==> config.mk <==
export PLATFORM = sky130hd
export DESIGN_NAME = reset_domain_distribution
export DESIGN_NICKNAME = d
export VERILOG_FILES = /design/src/reset_map_pkg.sv /design/src/reset_domain_distribution.sv
export SDC_FILE = /design/constraint.sdc
export NUM_CORES = 1
export LEC_CHECK = 0
export ABC_AREA = 1
export BUFFER_PORTS_ARGS = -buffer_cell sky130_fd_sc_hd__buf_2
export CAP_MARGIN = 20
export CORE_MARGIN = 3
export CORE_UTILIZATION = 25
export CTS_CLUSTER_SIZE = 10
export DETAILED_ROUTE_END_ITERATION = 12
export GPL_TIMING_DRIVEN = 0
export HOLD_SLACK_MARGIN = 0.03
export PLACE_DENSITY = 0.47
export SLEW_MARGIN = 20
export SYNTH_ARGS = -nofsm -noshare
export SYNTH_HDL_FRONTEND = slang
export SYNTH_SLANG_ARGS = --single-unit
==> constraint.sdc <==
create_clock -name clk -period 1.8 [get_ports clk]
set_input_delay 0.18 -clock clk [delete_from_list [all_inputs] [get_ports clk]]
set_output_delay 0.18 -clock clk [all_outputs]
set_load 0.02 [all_outputs]
==> src/reset_map_pkg.sv <==
// Package holding reset source bundles, domain bundles and timing constants for reset distribution.
package reset_map_pkg;

    // Release stretch applied to every domain reset, in cycles.
    localparam int unsigned RELEASE_CYCLES = 4;
    localparam logic [2:0]  RELEASE_LAST   = 3'h3;
    // Configuration field width reloaded from non-volatile memory.
    localparam int unsigned CFG_WIDTH      = 16;
    localparam logic [15:0] CFG_RESET      = 16'h0000;
    // Synchroniser depth for asynchronous sources.
    localparam int unsigned SYNC_DEPTH     = 3;

    typedef struct packed {
        logic power_good;
        logic fundamental;
        logic in_band;
        logic firmware;
        logic d3hot_to_d0;
        logic flr;
        logic port_soft;
        logic device_soft;
        logic eeprom;
        logic phy;
    } sources_type;

    typedef struct packed {
        logic link;
        logic datapath;
        logic func_irq_stats;
        logic wake_status;
        logic wake_control;
        logic msix;
        logic dma;
        logic dma_ctrl_regs;
        logic pg_only;
        logic aux_detect;
        logic strap;
        logic mem_config;
    } domains_type;

endpackage : reset_map_pkg

==> src/reset_domain_distribution.sv <==
// Reset distribution: maps reset sources onto the logic domains they clear.
// How it works
// - Power-good, fundamental and in-band resets clear link, datapath and MAC logic; memories clear on the first two, not on in-band.
// - Interrupt and statistics registers clear on common resets, D3hot-to-D0, FLR, port reset.
// - Wake status and management unit reset only by power-good.
// - Wake control and wake context reset by power-good, in-band reset or missing auxiliary power.
// - Without auxiliary power the wake context resets, so PME bits read zero.
// - Wake context holds PME enable, PME status, aux enable, requester id and shadows.
// - MSI-X state resets on D3hot-to-D0 and FLR, never on port software reset.
// - Port reset clears datapath and queues but not DMA; D3hot and FLR also clear DMA.
// - Pin directions, energy, optical, interface, outer tag, LED, flash access: power-good only.
// - Each non-volatile memory read outside power-good reset reloads the power-good-only configuration fields.
// - Auxiliary power detected bit clears only on power-good or fundamental reset.
// - Memory request and grant handshake fields reset only by power-good and fundamental.
// - DMA misc and parity control clear only on power-good, fundamental or device reset.
// - Packet buffer contents clear with every reset that clears on-die memories except firmware reset.
// - Multicast, filter, wake packet and ring base tables keep contents through all resets.
// - Transmit data lines are zero while port or device software reset is active.
// - Device software reset requests a reload of function sections from memory.
// - After any PHY reset the management unit configures the PHY before use.
// - In-band reset fires on a physical-layer reset message or link fallback to detect.
`timescale 1ns/100ps
`default_nettype none

module reset_domain_distribution (
    input  wire logic                                  clk,
    input  wire logic                                  rst,
    input  wire logic                                  power_good_reset,
    input  wire logic                                  fundamental_reset_n,
    input  wire logic                                  link_reset_message,
    input  wire logic                                  link_fell_to_detect,
    input  wire logic                                  firmware_reset,
    input  wire logic                                  d3hot_to_d0,
    input  wire logic                                  function_level_reset,
    input  wire logic                                  port_soft_reset,
    input  wire logic                                  device_soft_reset,
    input  wire logic                                  eeprom_reset,
    input  wire logic                                  phy_reset,
    input  wire logic                                  aux_power_present,
    input  wire logic                                  aux_power_detect_in,
    input  wire logic                                  nvm_read_done,
    input  wire logic [reset_map_pkg::CFG_WIDTH-1:0]   nvm_config,
    input  wire logic                                  phy_config_done,
    input  wire logic [7:0]                            tx_data_in,
    output logic      [7:0]                            tx_data_out,
    output reset_map_pkg::domains_type                 domain_reset,
    output reset_map_pkg::sources_type                 source_active,
    output logic                                       in_band_reset,
    output logic                                       nvm_reload_request,
    output logic                                       phy_config_request,
    output logic                                       phy_ready,
    output logic [reset_map_pkg::CFG_WIDTH-1:0]        pg_only_config,
    output logic                                       aux_power_detected,
    output logic                                       wake_context_clear,
    output logic                                       packet_buffer_clear,
    output logic                                       reset_done_flag
);

    // Three-stage synchronisers for all asynchronous reset sources.
    localparam int unsigned N_SRC = 11;
    logic [N_SRC-1:0] raw;
    logic [N_SRC-1:0] s1;
    logic [N_SRC-1:0] s2;
    logic [N_SRC-1:0] s3;
    logic [N_SRC-1:0] filt;
    logic [N_SRC-1:0] next_filt;

    assign raw = {power_good_reset, ~fundamental_reset_n, link_reset_message,
                  link_fell_to_detect, firmware_reset, d3hot_to_d0,
                  function_level_reset, port_soft_reset, device_soft_reset,
                  eeprom_reset, phy_reset};

    // A change is accepted only when the second and third stages agree.
    always_comb begin
        for (int i = 0; i < N_SRC; i++) begin
            next_filt[i] = (s2[i] == s3[i]) ? s3[i] : filt[i];
        end
    end

    // Synchroniser stages run through reset so power-good is seen while it is held.
    always_ff @(posedge clk) begin
        s1 <= raw;
        s2 <= s1;
        s3 <= s2;
        if (rst) begin
            filt <= '0;
        end else begin
            filt <= next_filt;
        end
    end

    reset_map_pkg::sources_type src;
    always_comb begin
        src.power_good  = filt[10];
        src.fundamental = filt[9];
        src.in_band     = filt[8] | filt[7];
        src.firmware    = filt[6];
        src.d3hot_to_d0 = filt[5];
        src.flr         = filt[4];
        src.port_soft   = filt[3];
        src.device_soft = filt[2];
        src.eeprom      = filt[1];
        src.phy         = filt[0];
    end

    // Combined requests per domain before release stretching.
    reset_map_pkg::domains_type req;
    logic common;
    logic per_func;
    always_comb begin
        common             = src.power_good | src.fundamental | src.in_band;
        per_func           = src.d3hot_to_d0 | src.flr;
        req.link           = common;
        req.datapath       = common | per_func | src.port_soft;
        req.func_irq_stats = common | per_func | src.port_soft;
        req.wake_status    = src.power_good;
        req.wake_control   = src.power_good | src.in_band | ~aux_power_present;
        req.msix           = common | per_func;
        req.dma            = common | per_func;
        req.dma_ctrl_regs  = src.power_good | src.fundamental | src.device_soft;
        req.pg_only        = src.power_good;
        req.aux_detect     = src.power_good | src.fundamental;
        req.strap          = src.power_good | src.fundamental;
        req.mem_config     = src.power_good | src.fundamental | src.firmware
                             | per_func | src.port_soft;
    end

    // Each domain reset holds for a fixed stretch after its last request.
    localparam int unsigned N_DOM = 12;
    logic [N_DOM-1:0] req_vec;
    logic [2:0]       hold [N_DOM];
    logic [2:0]       next_hold [N_DOM];
    logic [N_DOM-1:0] dom;
    logic [N_DOM-1:0] next_dom;
    assign req_vec = req;

    always_comb begin
        for (int i = 0; i < N_DOM; i++) begin
            if (req_vec[i]) begin
                next_hold[i] = reset_map_pkg::RELEASE_LAST;
                next_dom[i]  = 1'b1;
            end else if (hold[i] != 3'h0) begin
                next_hold[i] = hold[i] - 3'h1;
                next_dom[i]  = 1'b1;
            end else begin
                next_hold[i] = 3'h0;
                next_dom[i]  = 1'b0;
            end
        end
    end

    always_ff @(posedge clk) begin
        for (int i = 0; i < N_DOM; i++) begin
            if (rst) begin
                hold[i] <= reset_map_pkg::RELEASE_LAST;
                dom[i]  <= 1'b1;
            end else begin
                hold[i] <= next_hold[i];
                dom[i]  <= next_dom[i];
            end
        end
    end
    assign domain_reset = dom;

    // Power-good-only configuration, aux detect, reload and PHY sequencing.
    typedef enum {RL_IDLE, RL_WAIT} reload_state_type;
    typedef enum {PH_READY, PH_RESET, PH_CONFIG} phy_state_type;
    reload_state_type                        rl;
    reload_state_type                        next_rl;
    phy_state_type                           ph;
    phy_state_type                           next_ph;
    logic [reset_map_pkg::CFG_WIDTH-1:0]     cfg;
    logic [reset_map_pkg::CFG_WIDTH-1:0]     next_cfg;
    logic                                    aux;
    logic                                    next_aux;
    logic                                    dev_soft_d;
    logic                                    done;
    logic                                    next_done;
    logic [7:0]                              txd;
    logic [7:0]                              next_txd;

    always_comb begin
        next_cfg = cfg;
        if (domain_reset.pg_only) begin
            next_cfg = reset_map_pkg::CFG_RESET;
        end else if (nvm_read_done) begin
            next_cfg = nvm_config;
        end
        next_aux = domain_reset.aux_detect ? 1'b0 : (aux | aux_power_detect_in);
        next_rl = rl;
        case (rl)
            RL_IDLE: begin
                if (src.device_soft && !dev_soft_d) begin
                    next_rl = RL_WAIT;
                end
            end
            RL_WAIT: begin
                // A new request that lands with the completion keeps the reload pending.
                if (nvm_read_done && !(src.device_soft && !dev_soft_d)) begin
                    next_rl = RL_IDLE;
                end
            end
            default: next_rl = RL_IDLE;
        endcase
        next_ph = ph;
        case (ph)
            PH_READY: begin
                if (src.phy) begin
                    next_ph = PH_RESET;
                end
            end
            PH_RESET: begin
                if (!src.phy) begin
                    next_ph = PH_CONFIG;
                end
            end
            PH_CONFIG: begin
                if (src.phy) begin
                    next_ph = PH_RESET;
                end else if (phy_config_done) begin
                    next_ph = PH_READY;
                end
            end
            default: next_ph = PH_RESET;
        endcase
        // Done needs every domain released and no reload outstanding.
        next_done = (dom == '0) && (rl == RL_IDLE) && !(next_rl == RL_WAIT);
        next_txd = (src.port_soft || src.device_soft) ? 8'h00 : tx_data_in;
    end

    always_ff @(posedge clk) begin
        if (rst) begin
            cfg        <= reset_map_pkg::CFG_RESET;
            aux        <= 1'b0;
            rl         <= RL_IDLE;
            ph         <= PH_CONFIG;
            dev_soft_d <= 1'b0;
            done       <= 1'b0;
            txd        <= 8'h00;
        end else begin
            cfg        <= next_cfg;
            aux        <= next_aux;
            rl         <= next_rl;
            ph         <= next_ph;
            dev_soft_d <= src.device_soft;
            done       <= next_done;
            txd        <= next_txd;
        end
    end

    // Tables without defaults (multicast, filters, wake packet, ring bases) get no reset.
    assign source_active       = src;
    assign in_band_reset       = src.in_band;
    assign nvm_reload_request  = (rl == RL_WAIT);
    assign phy_config_request  = (ph == PH_CONFIG);
    assign phy_ready           = (ph == PH_READY);
    assign pg_only_config      = cfg;
    assign aux_power_detected  = aux;
    assign wake_context_clear  = dom[7];
    assign packet_buffer_clear = dom[10];
    assign reset_done_flag     = done;
    assign tx_data_out         = txd;
endmodule : reset_domain_distribution

`default_nettype wire

==> impl_metrics.env, run 1 <==
export IMPL_first_pass_iters=4
export IMPL_power_frac_seq_pct=47.8
export IMPL_post_dp_hpwl_um=7100
export IMPL_portBuffers=92
export IMPL_total_power_mw=7.58
export IMPL_hold_violations=0
export IMPL_num_nets_final=721
export IMPL_timing_rr_end="hold[2][4]"
export IMPL_post_cts_buffers=0
export IMPL_hp_class="input port to flop"
export IMPL_clock_path_buffers=2
export IMPL_slew_limit_headroom_pct=62.7
export IMPL_dr_total_vias=3539
export IMPL_clock_skew_ns=0.0120
export IMPL_start_kind="flop"
export IMPL_register_area_um2=3060
export IMPL_grt_pass1_wl_um=16600
export IMPL_ys_ff_latch=153
export IMPL_slew_violations=0
export IMPL_synthCells=490
export IMPL_cts_htree_levels=4
export IMPL_place_congestion=0.723
export IMPL_hold_slack_ns=0.0609
export IMPL_max_freq_mhz=643
export IMPL_pwr_share_clk_pct=46.4
export IMPL_grtUsageTotal_pct=10.5
export IMPL_antenna_found_initial=0
export IMPL_avgSynthCellArea_um2=9.57
export IMPL_clock_latency_ns=0.42
export IMPL_wirelength_um=9970
export IMPL_die_area_um2=20400
export IMPL_first_global_vias=3617
export IMPL_cts_root_buffer_cell="clkbuf_16"
export IMPL_p_int_mw=5.96
export IMPL_crit_path_max_fanout=3
export IMPL_wl_per_cell_um=11.0
export IMPL_switching_power_mw=1.62
export IMPL_worstSetupPathType="flop to primary output"
export IMPL_n_antenna_cell=0
export IMPL_cp_data_arrival_time_ns=1.38
export IMPL_timing_final_ws_setup_ns=0.245
export IMPL_rrSetupSlack_ns=0.33
export IMPL_hold_depth=3
export IMPL_vias_per_cell=3.90
export IMPL_cts_buffers=17
export IMPL_fill_cells=1803
export IMPL_grt_start_max_net_pins=17
export IMPL_yosys_warnings=0
export IMPL_rows=49
export IMPL_pwr_share_comb_pct=5.8
export IMPL_drc=0
export IMPL_area_growth_pct=38.8
export IMPL_path_clk_slew_ns=0.06
export IMPL_irDropWorstVdd_mv=0.673
export IMPL_pre_cts_slack_ns=0.304
export IMPL_seq_area_frac_synth_pct=65.3
export IMPL_holdCritStartpoint="aux_power_detect_in"
export IMPL_layout_drive_gt1_share_pct=22.1
export IMPL_cts_sinks=153
export IMPL_endpoint_kind="primary output"
export IMPL_die_y_um=143
export IMPL_cap_viol_max_count=0
export IMPL_die_w_um=143
export IMPL_min_period_over_period_pct=86.4
export IMPL_final_setup_tns_ns=0
export IMPL_synth_distinct_cells=24
export IMPL_rsz0062_at_grt="false"
export IMPL_power_density_nw_per_um2=1170
export IMPL_overflow=0
export IMPL_reg2reg_depth=10
export IMPL_status="completed"
export IMPL_worst_slew_pin_slew_ns=0.560
export IMPL_finalSetupViolations=0
export IMPL_top_level_ports=95
export IMPL_initial_core_util_pct=25.7
export IMPL_drt_initial_drc_count=136
export IMPL_netlist_area_um2=4690
export IMPL_leakagePower_nw=2.92
export IMPL_postRouteAntennaNets=0
export IMPL_multi_input_area_um2=1420
export IMPL_tritoncts="built"
export IMPL_holdPathEnd="aux_power_detected"
export IMPL_r2r_start="filt[10]"
export IMPL_required_ns=1.62
export IMPL_sw_frac_of_total_pct=21.4
export IMPL_layout_min_cycle_time_ns=1.56
export IMPL_core_um2=18200
[what timing repair did]
action	in CTS	in global routing
endpoints found under the setup margin	0	1
hold endpoints to repair	41	0
gates resized for setup	0	2
hold buffers	37	0
[power groups by stage]
stage	clock network (mW)	logic, mW	registers (mW)
after floorplan	0	0.235	3.69
after global placement	0	0.366	3.69
after detailed placement	0	0.381	3.69
after CTS	3.65	0.445	3.62
after global routing	3.79	0.500	3.64
final	3.52	0.440	3.62
[per-layer routing]
layer / up-vias / GRT usage (%) / wire length (um)
li1: 1848 / - / -
met1: 1602 / 11.4 / 4300
met2: 76 / 17.8 / 4930
met3: 13 / 4.29 / 567
met4: 0 / 5.00 / 170
met5: - / 0 / 0
[sequential cells by signal (all words and copies together), names as in the netlist]
signal / count
hold: 36
rl: 32
pg_only_config: 16
domain_reset: 12
filt: 11
s1: 11
s2: 11
s3: 11
tx_data_out: 8
ph: 2
aux_power_detected: 1
dev_soft_d: 1
reset_done_flag: 1
[placed cells by master, fill, tap and decap left out, drive strengths merged, types with 7 or more instances in the layout]
cell	instances
nand3	20
o21ai	24
dfxtp	153
nor3	16
buf	106
nand2	91
dlygate4sd3	37
clkbuf	24
nor2	76
conb	31
a21oi	29
ha	12
inv	47
clkinv	7
[worst max-delay path, cell delays in order, from the launching register on]
cell and delay [ns]:
dfxtp_1 0.30, nor2_1 0.09, nand2_1 0.06, nor2_1 0.10, nand2_1 0.11, nor3_2 0.14
buf_4 0.17
[worst max path at each step]
stage	from	end	slack (ns)	cells past startpoint
after floorplan	filt[10]	hold[2][4]	0.53	10
after global placement	filt[10]	domain_reset[9]	0.33	10
after detailed placement	filt[10]	hold[2][4]	0.30	10
after CTS	rl[20]	nvm_reload_request	0.11	6
after global routing	rl[20]	nvm_reload_request	0.08	6
final	rl[22]	nvm_reload_request	0.24	6
[cell usage after synthesis]
cell type  count  area share, %
nor2_1        74            5.9
buf_2          1           0.11
o21ai_0       22            2.3
buf_4         12            1.9
clkbuf_1       4           0.32
clkinv_1       1          0.080
clkinv_2       1           0.11
nand2_2        1           0.13
o21ai_2        2           0.37
nor3_2         2           0.43
nor3_1        14            1.5
a21oi_1       29            3.1
nand2_4        2           0.48
nand2_1       88            7.0
nand3_2        2           0.43
inv_1         45            3.6
buf_6          1           0.24
conb_1         1          0.080
inv_4          2           0.27
nand3_1       18            1.9
ha_1          12            3.2
clkinv_4       1           0.19
nor2_8         2           0.85
dfxtp_1      153             65
[kinds of logic after synthesis]
logic type | after synthesis | synth area share [%]
simple gates | 203 | 18.7
flops | 153 | 65.3
buf+inv | 68 | 6.83
compound gates | 53 | 5.82
fa+ha+maj | 12 | 3.20
other cells | 1 | 0.0800
[layout make-up]
class	count	share of cell area, %
Sequential cell	153	47.1
Multi-Input combinational cell	299	21.8
Timing Repair Buffer	129	12.8
Clock buffer	20	7.02
Tap cell	229	4.40
Inverter	50	3.06
Clock inverter	9	1.92
Buffer	18	1.87
[stage by stage]
| stage | utilization (%) | std cells | instance area [um2] |
|---|---|---|---|
| floorplan | - | 520 | 4800 |
| global placement | 30.5 | 841 | 5550 |
| detailed placement | 30.5 | 841 | 5550 |
| CTS | 35.7 | 907 | 6500 |
| global route | 35.7 | 907 | 6510 |
| finish | 35.7 | 907 | 6510 |
Power figures use the tool's default switching activity.
==> run 2: changes to the inputs <==
--- a/config.mk
+++ b/config.mk
@@ -5,7 +5,6 @@
 export SDC_FILE = /design/constraint.sdc
 export NUM_CORES = 1
 export LEC_CHECK = 0
-export ABC_AREA = 1
 export BUFFER_PORTS_ARGS = -buffer_cell sky130_fd_sc_hd__buf_2
 export CAP_MARGIN = 20
 export CORE_MARGIN = 3
==> run 2 against run 1 <==
  * The flow now finishes with violations (negative setup slack)
  * Routed wire length is 8.7% lower
  * Register-to-register slack got worse by 0.19 ns
  * Area after synthesis down 3.6%
  * Combinational power is 2% lower
  * Clock skew shrank 0.0040 ns
  * First-iteration DRC count fell by 29%
  * Non-clock buffer count rose by 5
  * Setup slack worse by 0.25 ns
  * Synthesized cell count shrank 18%
  * Die area fell by 3.5%
  * Clock power rose by 8.8%
  * Utilization increased by 1.3 points
  * Highest routed layer unchanged
==> impl_metrics.env, run 2 <==
export IMPL_top_level_ports=95
export IMPL_first_global_vias=3230
export IMPL_synth_flop_cell="dfxtp_1"
export IMPL_crit_path_max_fanout=2
export IMPL_tritoncts="built"
export IMPL_worstSetupPathType="flop to primary output"
export IMPL_status="finished, violations left"
export IMPL_largest_reg_flops=36
export IMPL_worst_slew_pin_slew_ns=0.751
export IMPL_post_dp_hpwl_um=6440
export IMPL_antenna_found_initial=0
export IMPL_cts_htree_levels=4
export IMPL_grt_pass1_wl_um=14600
export IMPL_slew_violations=0
export IMPL_die_w_um=140
export IMPL_n_antenna_cell=0
export IMPL_die_area_um2=19700
export IMPL_finalSetupViolations=1
export IMPL_async_flop_share_pct=0
export IMPL_die_y_um=140
export IMPL_area_growth_pct=43.3
export IMPL_first_pass_iters=4
export IMPL_hold_slack_ns=0.121
export IMPL_avgSynthCellArea_um2=11.2
export IMPL_synth_distinct_cells=31
export IMPL_fill_cells=1694
export IMPL_vias_per_cell=3.91
export IMPL_final_cell_mix="150 x dfxtp_1, 93 x buf_2, 48 x nand2_1, 36 x dlygate4sd3_1, 34 x nor2_1"
export IMPL_hold_violations=0
export IMPL_power_density_nw_per_um2=1220
export IMPL_cts_root_buffer_cell="clkbuf_16"
export IMPL_portBuffers=93
export IMPL_dp_cells=750
export IMPL_design_area_um2=6470
export IMPL_leakagePower_nw=2.76
export IMPL_cts_sinks=153
export IMPL_clock_path_buffers=2
export IMPL_ys_ff_latch=153
export IMPL_path_clk_slew_ns=0.06
export IMPL_overflow=0
export IMPL_rsz0062_at_grt="true"
export IMPL_cts_buffers=17
export IMPL_clock_latency_ns=0.41
export IMPL_slew_limit_headroom_pct=49.6
export IMPL_fin_cells=819
export IMPL_startpoint="rl[10]"
export IMPL_top_register="hold"
export IMPL_grtUsageTotal_pct=9.60
export IMPL_post_synth_main_area_contributors="dfxtp_1 68%, nand2_1 4.0%, mux2i_1 3.5%, ha_1 3.3%, nor2_1 2.8%"
export IMPL_seq_area_frac_synth_pct=67.8
export IMPL_rows=48
export IMPL_holdCritStartpoint="phy_config_done"
export IMPL_layout_drive_gt1_share_pct=26.8
export IMPL_core_um2=17500
export IMPL_num_nets_final=635
export IMPL_cap_viol_max_count=0
export IMPL_dr_total_vias=3202
export IMPL_place_congestion=0.731
export IMPL_max_freq_mhz=553
export IMPL_synth_top_area_share_pct=67.8
export IMPL_drc=0
export IMPL_synth_edf_count=0
export IMPL_min_period_over_period_pct=100
export IMPL_yosysMostFrequentCell="dfxtp_1"
export IMPL_grt_start_max_net_pins=17
export IMPL_synthCells=402
export IMPL_pre_cts_slack_ns=0.108
export IMPL_layout_commonest_cell="dfxtp_1"
export IMPL_register_area_um2=3070
export IMPL_wirelength_um=9100
export IMPL_start_kind="flop"
export IMPL_drt_initial_drc_count=97
export IMPL_endpoint_kind="primary output"
export IMPL_violations="negative setup slack"
export IMPL_initial_core_util_pct=25.9
export IMPL_yosys_warnings=0
export IMPL_postRouteAntennaNets=0
export IMPL_synth_common_cells="153 x dfxtp_1, 48 x nand2_1, 34 x nor2_1"
export IMPL_hp_class="input port to flop"
export IMPL_clock_skew_ns=0.00803
export IMPL_r2r_start="filt[10]"
export IMPL_layout_min_cycle_time_ns=1.81
export IMPL_placed_cell_area_um2=5380
export IMPL_irDropWorstVdd_mv=0.678
export IMPL_timing_final_ws_setup_ns=-0.00742
export IMPL_synth_largest_area_cell="dfxtp_1"
export IMPL_wl_per_cell_um=11.1
export IMPL_cp_data_arrival_time_ns=1.63
export IMPL_required_ns=1.62
export IMPL_multi_input_area_um2=1440
export IMPL_netlist_area_um2=4520
-- run 2: changes by cell type after synthesis, moves of 14 or more --
cell | before | now
nor4_1 | 0 | 15
nand2_1 | 88 | 48
inv_1 | 45 | 15
mux2i_1 | 0 | 16
a21oi_1 | 29 | 15
nor2_1 | 74 | 34
-- run 2: cell families (layout without fill, tap and decap cells) --
family	after synthesis	in the layout	share of synthesized area, %
flip-flops	153	153	67.8
AO/OA/AOI/OAI	40	40	4.49
other	1	31	0.0830
adder cells (fa/ha/maj)	12	12	3.32
buffers and inverters	36	198	4.43
multiplexers	16	16	3.54
AND/OR/NAND/NOR	144	144	16.3
-- run 2: worst paths after layout --
path,endpoint,slack [ns],cells past startpoint
setup / recovery,nvm_reload_request,-0.007,4
hold / removal,ph[1],0.12,4
setup reg to reg,hold[2][8],0.14,5
hold reg to reg,s2[6],0.33,0
-- run 2: layout make-up --
class	count	share of cell area [%]
flip-flops and latches	153	47.4
multi-input cells	243	22.2
repair buffers	131	13.0
clock buffers	17	6.57
well taps	225	4.35
clock inverters	14	3.40
plain buffers	21	2.22
inverters	15	0.870
-- run 2: repair_timing --
action	4_1_cts	5_1_grt
pin swaps	4	4
gates resized for setup	7	7
buffers inserted	2	0
setup endpoints to repair	1	1
hold buffers	36	0
endpoints found under the hold margin	36	0
-- run 2: worst max-delay path, stage by stage, from the launching register on --
cell	delay (ns)
dfxtp_2	0.32
nor4_4	0.27
nand4_1	0.17
nor3_2	0.27
buf_4	0.18
-- run 2: per-stage QoR --
stage,TNS [ns],power [mW],utilization (%)
global route,-0.0923,8.25,37.0
detailed placement,0,4.07,30.8
CTS,-0.0390,8.02,36.8
global placement,0,4.05,30.8
finish,-0.00742,7.89,37.0
floorplan,0,3.92,-
-- run 2: power by group --
group,switching (mW),leakage [nW],internal (mW),total [mW]
clock,1.36,0.314,2.47,3.83
combinational,0.216,1.18,0.217,0.433
sequential,0.0875,1.27,3.54,3.63
-- run 2: per-layer routing --
metal / track usage (%) / part of all wire, % / vias to the layer above
li1: - / - / 1662
met2: 16.2 / 50 / 81
met1: 10.3 / 43 / 1446
met3: 4.13 / 5.9 / 13
met5: 0 / 0 / -
met4: 4.64 / 1.5 / 0
